[src/rtl/bcu_defines.svh]
`ifndef BCU_DEFINES_SVH
`define BCU_DEFINES_SVH

// Register bus
`define BCU_AW           8
`define BCU_DW           32
`define BCU_OFS_CTRL     8'h00
`define BCU_OFS_ISTAT    8'h04
`define BCU_OFS_ICLR     8'h08
`define BCU_OFS_IEN      8'h0c
`define BCU_RESP_OKAY    2'h0
`define BCU_RESP_SLVERR  2'h2

// Bridge control fields
`define BCU_CTRL_W       16
`define BCU_CTRL_RST     16'h0000
`define BCU_CTRL_WMASK   8'hf8
`define BCU_BIT_FBB      7
`define BCU_BIT_SECONDARY_BUS_RESET     6
`define BCU_BIT_MAM      5
`define BCU_BIT_VGA_FULL_DECODE    4
`define BCU_BIT_VGA      3

// Interrupt events
`define BCU_NEV          3
`define BCU_EV_MABORT    0
`define BCU_EV_UR        1
`define BCU_EV_POSTERR   2

// Abort data and VGA decode ranges
`define BCU_ALL_ONES     32'hffffffff
`define BCU_VGA_A_LO     10'h3b0
`define BCU_VGA_A_HI     10'h3bb
`define BCU_VGA_B_LO     10'h3c0
`define BCU_VGA_B_HI     10'h3df
`define BCU_VGA_ALIAS_Z  6'h00
`define BCU_IO_TOP_Z     16'h0000
`define BCU_VGA_MEM_LO   32'h000a0000
`define BCU_VGA_MEM_HI   32'h000bffff

// Field positions of bus words and decode addresses
`define BCU_BYTE0_MSB    7
`define BCU_STRB0        0
`define BCU_IO_LO_MSB    9
`define BCU_ALIAS_MSB    15
`define BCU_ALIAS_LSB    10
`define BCU_IO_TOP_MSB   31
`define BCU_IO_TOP_LSB   16

`endif

[src/rtl/bcu_pkg.sv]
package bcu_pkg;
`include "bcu_defines.svh"

	typedef struct packed {
		logic                    awready;
		logic                    wready;
		logic                    bvalid;
		logic [1:0]              bresp;
		logic                    arready;
		logic                    rvalid;
		logic [1:0]              rresp;
		logic [`BCU_DW-1:0]      rdata;
		logic                    aw_got;
		logic [`BCU_AW-1:0]      aw_addr;
		logic                    w_got;
		logic [`BCU_DW-1:0]      wdata;
		logic [3:0]              wstrb;
		logic [`BCU_CTRL_W-1:0]  ctrl;
		logic [`BCU_NEV-1:0]     int_stat;
		logic [`BCU_NEV-1:0]     int_en;
		logic                    irq;
		logic                    secondary_bus_reset_n;
		logic                    dec_done;
		logic                    vga_hit;
		logic                    ur_cpl;
		logic                    tabort;
		logic                    ones_valid;
		logic [`BCU_DW-1:0]      ones_data;
		logic                    wr_discard;
		logic                    post_err;
	} bcu_state_t;

endpackage

[src/rtl/bcu_bridge_ctrl.sv]
// Contract
// - Fast back-to-back only while its bit is 1
// - Reset bit 1 asserts secondary reset output
// - Reset bit 0 keeps secondary out of reset
// - Mode 0: no report, reads all ones
// - Mode 1: non-posted PCI master abort gives UR
// - Mode 1: link UR gives PCI target abort
// - Mode 1: posted write abort signals error
// - Full decode bit only matters with VGA enable
// - Full decode 0 ignores address bits 15:10
// - Full decode 1 checks address bits 15:10
// - Bits 7, 6, 5 hold fbb, reset, mode
// - Bit 4 holds VGA full decode, read/write
// - VGA I/O: top zero, 3B0-3BB or 3C0-3DF
// - Bit 3 VGA enable forwards VGA accesses
`timescale 1ns/1ps
`include "bcu_defines.svh"

module bcu_bridge_ctrl (
	input  wire logic                 REF_CLK,
	input  wire logic                 RSTN,
	input  wire logic [`BCU_AW-1:0]   S_AXI_AWADDR,
	input  wire logic                 S_AXI_AWVALID,
	output logic                      S_AXI_AWREADY,
	input  wire logic [`BCU_DW-1:0]   S_AXI_WDATA,
	input  wire logic [3:0]           S_AXI_WSTRB,
	input  wire logic                 S_AXI_WVALID,
	output logic                      S_AXI_WREADY,
	output logic [1:0]                S_AXI_BRESP,
	output logic                      S_AXI_BVALID,
	input  wire logic                 S_AXI_BREADY,
	input  wire logic [`BCU_AW-1:0]   S_AXI_ARADDR,
	input  wire logic                 S_AXI_ARVALID,
	output logic                      S_AXI_ARREADY,
	output logic [`BCU_DW-1:0]        S_AXI_RDATA,
	output logic [1:0]                S_AXI_RRESP,
	output logic                      S_AXI_RVALID,
	input  wire logic                 S_AXI_RREADY,
	output logic                      IRQ,
	output logic                      FAST_B2B_ENABLE,
	output logic                      SECONDARY_RESET_OUT_N,
	input  wire logic                 DEC_VALID,
	input  wire logic                 DEC_IS_IO,
	input  wire logic [31:0]          DEC_ADDR,
	output logic                      DEC_DONE,
	output logic                      VGA_HIT,
	input  wire logic                 PCI_MABORT,
	input  wire logic                 PCI_MABORT_WRITE,
	input  wire logic                 PCI_MABORT_POSTED,
	input  wire logic                 LINK_UR,
	input  wire logic                 LINK_UR_READ,
	output logic                      LINK_UR_CPL,
	output logic                      PCI_TARGET_ABORT,
	output logic                      ABORT_RDATA_VALID,
	output logic [`BCU_DW-1:0]        ABORT_RDATA,
	output logic                      WRITE_DISCARD,
	output logic                      POSTED_WRITE_ERR
);

	bcu_pkg::bcu_state_t s;
	bcu_pkg::bcu_state_t next_s;
	logic                do_write;
	logic                master_abort_mode;
	logic                vga_en;
	logic                full_dec;
	logic [`BCU_IO_LO_MSB:0] io_lo;
	logic                io_hit;
	logic                mem_hit;
	logic [`BCU_NEV-1:0] ev;
	logic [`BCU_NEV-1:0] clr;

	////////////////////////////////////////////////////////////////////
	// Control bits and decode
	assign master_abort_mode      = s.ctrl[`BCU_BIT_MAM];
	assign vga_en   = s.ctrl[`BCU_BIT_VGA];
	assign full_dec = s.ctrl[`BCU_BIT_VGA_FULL_DECODE];
	assign io_lo    = DEC_ADDR[`BCU_IO_LO_MSB:0];
	assign io_hit   = DEC_IS_IO
		&& DEC_ADDR[`BCU_IO_TOP_MSB:`BCU_IO_TOP_LSB] == `BCU_IO_TOP_Z
		&& ((io_lo >= `BCU_VGA_A_LO && io_lo <= `BCU_VGA_A_HI)
		|| (io_lo >= `BCU_VGA_B_LO && io_lo <= `BCU_VGA_B_HI))
		&& (!full_dec
		|| DEC_ADDR[`BCU_ALIAS_MSB:`BCU_ALIAS_LSB] == `BCU_VGA_ALIAS_Z);
	assign mem_hit  = !DEC_IS_IO
		&& DEC_ADDR >= `BCU_VGA_MEM_LO
		&& DEC_ADDR <= `BCU_VGA_MEM_HI;

	assign do_write = s.aw_got && s.w_got && !s.bvalid;

	////////////////////////////////////////////////////////////////////
	// Interrupt events and clears, one per bit
	genvar gi;
	generate
		for (gi = 0; gi < `BCU_NEV; gi++) begin : g_ev
			assign clr[gi] = do_write && s.aw_addr == `BCU_OFS_ICLR
				&& s.wstrb[`BCU_STRB0] && s.wdata[gi];
		end
	endgenerate
	assign ev[`BCU_EV_MABORT]  = PCI_MABORT;
	assign ev[`BCU_EV_UR]      = LINK_UR;
	assign ev[`BCU_EV_POSTERR] = PCI_MABORT && PCI_MABORT_POSTED && master_abort_mode;

	////////////////////////////////////////////////////////////////////
	// Next state
	always_comb begin
		next_s = s;
		// Write address and data, either order
		if (S_AXI_AWVALID && s.awready) begin
			next_s.aw_got  = 1'b1;
			next_s.aw_addr = S_AXI_AWADDR;
		end
		if (S_AXI_WVALID && s.wready) begin
			next_s.w_got = 1'b1;
			next_s.wdata = S_AXI_WDATA;
			next_s.wstrb = S_AXI_WSTRB;
		end
		if (s.bvalid && S_AXI_BREADY) begin
			next_s.bvalid = 1'b0;
		end
		if (do_write) begin
			next_s.aw_got = 1'b0;
			next_s.w_got  = 1'b0;
			next_s.bvalid = 1'b1;
			next_s.bresp  = `BCU_RESP_OKAY;
			unique case (s.aw_addr)
				`BCU_OFS_CTRL: begin
					if (s.wstrb[`BCU_STRB0]) begin
						next_s.ctrl[`BCU_BYTE0_MSB:0] =
							s.wdata[`BCU_BYTE0_MSB:0]
							& `BCU_CTRL_WMASK;
					end
				end
				`BCU_OFS_IEN: begin
					if (s.wstrb[`BCU_STRB0]) begin
						next_s.int_en = s.wdata[`BCU_NEV-1:0];
					end
				end
				`BCU_OFS_ISTAT, `BCU_OFS_ICLR: begin
				end
				default: begin
					next_s.bresp = `BCU_RESP_SLVERR;
				end
			endcase
		end
		next_s.awready = !next_s.aw_got && !next_s.bvalid;
		next_s.wready  = !next_s.w_got && !next_s.bvalid;

		// Read channel
		if (s.rvalid && S_AXI_RREADY) begin
			next_s.rvalid = 1'b0;
		end
		if (S_AXI_ARVALID && s.arready) begin
			next_s.rvalid = 1'b1;
			next_s.rresp  = `BCU_RESP_OKAY;
			next_s.rdata  = '0;
			unique case (S_AXI_ARADDR)
				`BCU_OFS_CTRL: begin
					next_s.rdata[`BCU_CTRL_W-1:0] = s.ctrl;
				end
				`BCU_OFS_ISTAT: begin
					next_s.rdata[`BCU_NEV-1:0] = s.int_stat;
				end
				`BCU_OFS_IEN: begin
					next_s.rdata[`BCU_NEV-1:0] = s.int_en;
				end
				`BCU_OFS_ICLR: begin
				end
				default: begin
					next_s.rresp = `BCU_RESP_SLVERR;
				end
			endcase
		end
		next_s.arready = !next_s.rvalid;

		// Sticky status, set wins over clear
		next_s.int_stat = (s.int_stat & ~clr) | ev;
		next_s.irq      = |(next_s.int_stat & next_s.int_en);

		// Secondary reset follows its bit for as long as it is set
		next_s.secondary_bus_reset_n = !s.ctrl[`BCU_BIT_SECONDARY_BUS_RESET];

		// VGA decode, gated by the enable bit
		next_s.dec_done = DEC_VALID;
		if (DEC_VALID) begin
			next_s.vga_hit = vga_en && (io_hit || mem_hit);
		end

		// Master abort and unsupported request handling
		next_s.ur_cpl     = 1'b0;
		next_s.tabort     = 1'b0;
		next_s.ones_valid = 1'b0;
		next_s.ones_data  = '0;
		next_s.wr_discard = 1'b0;
		next_s.post_err   = 1'b0;
		if (PCI_MABORT) begin
			if (!master_abort_mode) begin
				next_s.ones_valid = !PCI_MABORT_WRITE;
				next_s.wr_discard = PCI_MABORT_WRITE;
			end else if (PCI_MABORT_POSTED) begin
				next_s.post_err   = 1'b1;
				next_s.wr_discard = 1'b1;
			end else begin
				next_s.ur_cpl = 1'b1;
			end
		end
		if (LINK_UR) begin
			if (master_abort_mode) begin
				next_s.tabort = 1'b1;
			end else begin
				next_s.ones_valid = next_s.ones_valid || LINK_UR_READ;
				next_s.wr_discard = next_s.wr_discard || !LINK_UR_READ;
			end
		end
		if (next_s.ones_valid) begin
			next_s.ones_data = `BCU_ALL_ONES;
		end
	end

	////////////////////////////////////////////////////////////////////
	// State register
	always_ff @(posedge REF_CLK or negedge RSTN) begin
		if (!RSTN) begin
			s        <= '0;
			s.ctrl   <= `BCU_CTRL_RST;
			s.secondary_bus_reset_n <= 1'b1;
		end else begin
			s <= next_s;
		end
	end

	////////////////////////////////////////////////////////////////////
	// Outputs
	assign S_AXI_AWREADY         = s.awready;
	assign S_AXI_WREADY          = s.wready;
	assign S_AXI_BVALID          = s.bvalid;
	assign S_AXI_BRESP           = s.bresp;
	assign S_AXI_ARREADY         = s.arready;
	assign S_AXI_RVALID          = s.rvalid;
	assign S_AXI_RRESP           = s.rresp;
	assign S_AXI_RDATA           = s.rdata;
	assign IRQ                   = s.irq;
	assign FAST_B2B_ENABLE       = s.ctrl[`BCU_BIT_FBB];
	assign SECONDARY_RESET_OUT_N = s.secondary_bus_reset_n;
	assign DEC_DONE              = s.dec_done;
	assign VGA_HIT               = s.vga_hit;
	assign LINK_UR_CPL           = s.ur_cpl;
	assign PCI_TARGET_ABORT      = s.tabort;
	assign ABORT_RDATA_VALID     = s.ones_valid;
	assign ABORT_RDATA           = s.ones_data;
	assign WRITE_DISCARD         = s.wr_discard;
	assign POSTED_WRITE_ERR      = s.post_err;

	////////////////////////////////////////////////////////////////////
	// Checks
	chk_fbb_write: assert property (
		@(posedge REF_CLK) disable iff (!RSTN)
		do_write && s.aw_addr == `BCU_OFS_CTRL && s.wstrb[`BCU_STRB0]
		|=> FAST_B2B_ENABLE == $past(s.wdata[`BCU_BIT_FBB]))
		else $error("fast back-to-back bit not written");

	chk_fbb_stable: assert property (
		@(posedge REF_CLK) disable iff (!RSTN)
		!do_write |=> $stable(FAST_B2B_ENABLE))
		else $error("fast back-to-back bit changed without a write");

	chk_secondary_bus_reset_assert: assert property (
		@(posedge REF_CLK) disable iff (!RSTN)
		s.ctrl[`BCU_BIT_SECONDARY_BUS_RESET] |=> !SECONDARY_RESET_OUT_N)
		else $error("secondary reset not asserted");

	chk_secondary_bus_reset_release: assert property (
		@(posedge REF_CLK) disable iff (!RSTN)
		!s.ctrl[`BCU_BIT_SECONDARY_BUS_RESET] |=> SECONDARY_RESET_OUT_N)
		else $error("secondary reset held while bit clear");

	chk_mam0_ones: assert property (
		@(posedge REF_CLK) disable iff (!RSTN)
		PCI_MABORT && !master_abort_mode && !PCI_MABORT_WRITE
		|=> ABORT_RDATA_VALID && ABORT_RDATA == `BCU_ALL_ONES
		&& !LINK_UR_CPL && !POSTED_WRITE_ERR)
		else $error("mode 0 read abort did not return all ones");

	chk_mam0_discard: assert property (
		@(posedge REF_CLK) disable iff (!RSTN)
		PCI_MABORT && !master_abort_mode && PCI_MABORT_WRITE
		|=> WRITE_DISCARD && !LINK_UR_CPL && !POSTED_WRITE_ERR)
		else $error("mode 0 write abort not discarded quietly");

	chk_mam1_ur: assert property (
		@(posedge REF_CLK) disable iff (!RSTN)
		PCI_MABORT && master_abort_mode && !PCI_MABORT_POSTED
		|=> LINK_UR_CPL && !ABORT_RDATA_VALID)
		else $error("mode 1 abort gave no UR completion");

	chk_ur_tabort: assert property (
		@(posedge REF_CLK) disable iff (!RSTN)
		LINK_UR |=> PCI_TARGET_ABORT == $past(master_abort_mode))
		else $error("target abort does not follow UR and mode");

	chk_posted_err: assert property (
		@(posedge REF_CLK) disable iff (!RSTN)
		PCI_MABORT && PCI_MABORT_POSTED
		|=> POSTED_WRITE_ERR == $past(master_abort_mode))
		else $error("posted write error signalling wrong");

	chk_vga_gate: assert property (
		@(posedge REF_CLK) disable iff (!RSTN)
		DEC_VALID && !vga_en |=> DEC_DONE && !VGA_HIT)
		else $error("VGA hit while VGA enable clear");

	chk_vga_alias: assert property (
		@(posedge REF_CLK) disable iff (!RSTN)
		DEC_VALID && vga_en && !full_dec && DEC_IS_IO
		&& DEC_ADDR[`BCU_IO_TOP_MSB:`BCU_IO_TOP_LSB] == `BCU_IO_TOP_Z
		&& io_lo == `BCU_VGA_B_HI |=> VGA_HIT)
		else $error("aliased VGA address not decoded");

	chk_vga_full: assert property (
		@(posedge REF_CLK) disable iff (!RSTN)
		DEC_VALID && vga_en && full_dec && DEC_IS_IO
		&& DEC_ADDR[`BCU_ALIAS_MSB:`BCU_ALIAS_LSB] != `BCU_VGA_ALIAS_Z
		|=> !VGA_HIT)
		else $error("full decode accepted an alias");

	chk_vga_top: assert property (
		@(posedge REF_CLK) disable iff (!RSTN)
		DEC_VALID && DEC_IS_IO
		&& DEC_ADDR[`BCU_IO_TOP_MSB:`BCU_IO_TOP_LSB] != `BCU_IO_TOP_Z
		|=> !VGA_HIT)
		else $error("VGA hit above the first 64K of I/O space");

	chk_mem_hit: assert property (
		@(posedge REF_CLK) disable iff (!RSTN)
		DEC_VALID && vga_en && !DEC_IS_IO
		&& DEC_ADDR >= `BCU_VGA_MEM_LO && DEC_ADDR <= `BCU_VGA_MEM_HI
		|=> VGA_HIT)
		else $error("VGA memory access not decoded");

	chk_stat_mabort: assert property (
		@(posedge REF_CLK) disable iff (!RSTN)
		PCI_MABORT |=> s.int_stat[`BCU_EV_MABORT])
		else $error("master abort did not set its status bit");

	chk_stat_ur: assert property (
		@(posedge REF_CLK) disable iff (!RSTN)
		LINK_UR |=> s.int_stat[`BCU_EV_UR])
		else $error("link UR did not set its status bit");

	chk_stat_clear: assert property (
		@(posedge REF_CLK) disable iff (!RSTN)
		do_write && s.aw_addr == `BCU_OFS_ICLR && s.wstrb[`BCU_STRB0]
		&& s.wdata[`BCU_EV_UR] && !LINK_UR |=> !s.int_stat[`BCU_EV_UR])
		else $error("status bit not cleared");

	chk_irq_level: assert property (@(posedge REF_CLK) disable iff (!RSTN)
		IRQ == |(s.int_stat & s.int_en))
		else $error("interrupt output disagrees with status");

	chk_bvalid_hold: assert property (@(posedge REF_CLK) disable iff (!RSTN)
		S_AXI_BVALID && !S_AXI_BREADY |=> S_AXI_BVALID)
		else $error("write response dropped before ready");

endmodule // bcu_bridge_ctrl

[config.mk]
export PLATFORM = sky130hd
export DESIGN_NAME = bcu_bridge_ctrl
export DESIGN_NICKNAME = d
export VERILOG_FILES = /design/src/rtl/bcu_pkg.sv /design/src/rtl/bcu_bridge_ctrl.sv
export VERILOG_INCLUDE_DIRS = /design/src /design/src/rtl
export SDC_FILE = /design/constraint.sdc
export NUM_CORES = 1
export LEC_CHECK = 0
export ABC_AREA = 1
export BUFFER_PORTS_ARGS = -buffer_cell sky130_fd_sc_hd__buf_2
export CORE_ASPECT_RATIO = 2
export CORE_MARGIN = 2
export CORE_UTILIZATION = 39
export CTS_BUF_LIST = sky130_fd_sc_hd__clkbuf_16
export CTS_CLUSTER_SIZE = 24
export DETAILED_ROUTE_END_ITERATION = 8
export PLACE_DENSITY = 0.77
export SYNTH_ARGS = -nofsm -noshare
export SYNTH_HDL_FRONTEND = slang
export SYNTH_SLANG_ARGS = --single-unit
[constraint.sdc]
create_clock -name REF_CLK -period 1.3 [get_ports REF_CLK]
set_input_delay 0.13 -clock REF_CLK [delete_from_list [all_inputs] [get_ports REF_CLK]]
set_output_delay 0.13 -clock REF_CLK [all_outputs]
set_load 0.005 [all_outputs]
==> run summary <==
Clock-pin transition on the worst setup and hold timing paths - 70 ps
Layout cell share with drive strength beyond 1 - 43.5%
Total number of vias - 2,223
Crit path arrival time - 1520 ps
CTS H-tree depth - 2
Post-synthesis cell area - 2840 sq um
Overflow after GRT - 0
Flops & latches, synth - 54
Hold Vio Cnt, Final - 0
Num rows - 44
Synthesized instance count - 311
Number of global-route vias before repair - 2,046
Die W - 64.3 microns
Startpoint Class - flop
Clock share of power - 24.1%
Area Growth Syn to Fin - 21.2%
Worst min-delay path endpoint - LINK_UR_CPL
Max Cap Viol - 0
Critical R2R Capture - IRQ
Detail Route Antenna Nets - 0
Pwr/cell area - 1520 nW/um^2
Min-delay worst type - in2reg
Clock Sinks - 54
Most common cell after layout, fill and taps aside - buf_2
CTS Root Cell - clkbuf_16
Largest net degree at the start of global routing - 42
Most frequent cells in the layout - buf_2 (125), nand2_1 (54), dfrtp_1 (52)
# nets final - 506
Tot Pwr - 5.23 mW
CTS max path bufs - 2
Final Util - 48.1%
Worst r2r src - s[106]
Gate power share - 28.3%
Worst EP required - 1470 ps
Sw frac - 32.9%
Clk_skew - 5.08 ps
Number of detailed-route iterations in the first pass - 4
Iter 0 DRT Violations - 42
F_max - 0.742 GHz
Port bufs - 125
Via/cell ratio - 4.44
Chip height - 125 microns
Sequential Area - 1350 sq um
Net Switching - 1.72 mW
GPL Wtd Cong - 0.755
RSZ-0062 raised after global routing - true
Core Area - 7160 sq um
DPL Wire Length - 4.58 mm
DRC - 0
FF-to-FF setup slack - -50 ps
Sequential power share - 47.6%
Latest clock arrival within the worst-skew pair - 290 ps
Antenna violations before repair - 0
Leak pwr - 1.91 nW
WL/cell - 11.7 microns
Mean area per synthesized cell - 9.12 sq um
Failing checks - negative setup slack
Critical Path Start - s[106]
Register area share after synthesis - 47.7%
Area occupied by multi-input gates - 1000 sq um
ANT cells - 0
Yosys warnings - 0
Hold Startpoint - PCI_MABORT_POSTED
Top Ports - 181
Final worst path period need - 1350 ps
Slew Viols, Final - 0
TritonCTS clock tree - yes
CTS Buf Count - 5
Gr usage total - 14.9%
Highest fanout seen on the critical path - 6
Internal power - 3.51 mW
Layout fillers - 702
Critical path endpoint category - flop
Fin worst setup slack - -47.8 ps
Critical path class - reg2reg
Final setup violation count - 6
Biggest register - s
Status - complete, but fails checks
Post-synth cell types - 31
Die Footprint - 8020 sq um
Total Routed Length - 5.86 mm
Worst hold path cell count - 2
VDD IR max - 1.01 mV
First-pass GRT wire length - 9.45 mm
Max reg flops - 27
Worst r2r path cells - 8
Fin crit share - 104%
Starting Density - 39.7%
-- what timing repair did --
| item | CTS | global route |
|---|---|---|
| resized for setup | 3 | 11 |
| hold buffers | 2 | 0 |
| cloned | 0 | 1 |
| setup endpoints to repair | 34 | 9 |
| pin swaps | 2 | 7 |
| endpoints found under the hold margin | 13 | 0 |
| setup buffers | 0 | 3 |
-- how the worst max path moves through the flow --
stage	depth (start not counted)	slack, ps	end
after global placement	8	-30	IRQ
after detailed placement	8	-40	IRQ
after CTS	8	-70	IRQ
final	8	-50	IRQ
after floorplan	8	100	IRQ
after global routing	8	-120	IRQ
-- worst max-delay path: stages (launching register included) --
cell and delay (ps):
dfrtp_1 400, nor2_2 130, nand3_2 150, nor2_8 190
nand2_2 90, nand2_1 80, nand2_2 60, nand2_2 70
nand3_2 70
-- Yosys cell counts --
master,count,share of area (%)
o31ai_2,2,0.88
dfrtp_1,53,47
o21ai_0,6,1.1
a31o_2,1,0.31
nor3b_1,1,0.26
clkbuf_1,2,0.26
inv_1,26,3.4
nor2_1,23,3.0
or2_4,1,0.31
a31oi_1,3,0.66
dfstp_2,1,0.93
nand3_1,12,2.1
o32ai_1,1,0.31
inv_2,1,0.13
o31ai_1,1,0.26
nand3_4,1,0.62
a21oi_1,8,1.4
nand4_1,7,1.5
mux2_2,5,2.0
nand2_1,60,7.9
nor2_8,2,1.4
nand2_2,7,1.5
o21ai_1,8,1.4
nand4_4,1,0.75
nand3b_4,1,0.71
nand3_2,2,0.71
nor3_1,4,0.71
buf_4,68,18
or2_1,1,0.22
conb_1,1,0.13
nor2_2,1,0.22
-- per-layer routing --
layer / vias to the layer above / wire length [microns] / track usage, %
met5: - / 0 / 0
met2: 121 / 3070 / 27.0
met4: 0 / 84 / 5.26
met3: 6 / 633 / 4.34
li1: 1093 / - / -
met1: 1003 / 2080 / 16.1
-- layout make-up --
| type | count | area share, % |
|---|---|---|
| clock buffers | 5 | 3.64 |
| flip-flops and latches | 54 | 39.4 |
| well taps | 92 | 3.35 |
| clock inverters | 3 | 0.364 |
| inverters | 27 | 2.95 |
| multi-input cells | 186 | 29.2 |
| repair buffers | 134 | 21.1 |
-- logic make-up after synthesis --
logic type	share of synthesized area [%]
AO/OA/AOI/OAI	6.31
buffers and inverters	21.8
flip-flops	47.7
multiplexers	1.98
other	0.132
AND/OR/NAND/NOR	22.1
-- stage by stage --
stage          area [sq um]  hold WS (ps)  setup slack [ps]  setup TNS (ps)  std cells
6_report               3440          16.8             -47.8            -180        501
5_1_grt                3440          18.5              -124            -665        501
4_1_cts                3360          5.06             -70.6           -70.6        497
3_5_place_dp           3200          57.1             -42.0           -42.0        487
3_3_place_gp           3200          45.0             -28.1           -28.1        487
2_1_floorplan          2930          -166               101               0        336
-- power by group through the flow --
stage	combinational, mW	sequential, mW	clock, mW
floorplan	1.14	2.44	0
global placement	1.38	2.47	0
detailed placement	1.43	2.49	0
CTS	1.44	2.48	1.30
global route	1.70	2.55	1.37
finish	1.48	2.49	1.26
Power figures use the tool's default switching activity.
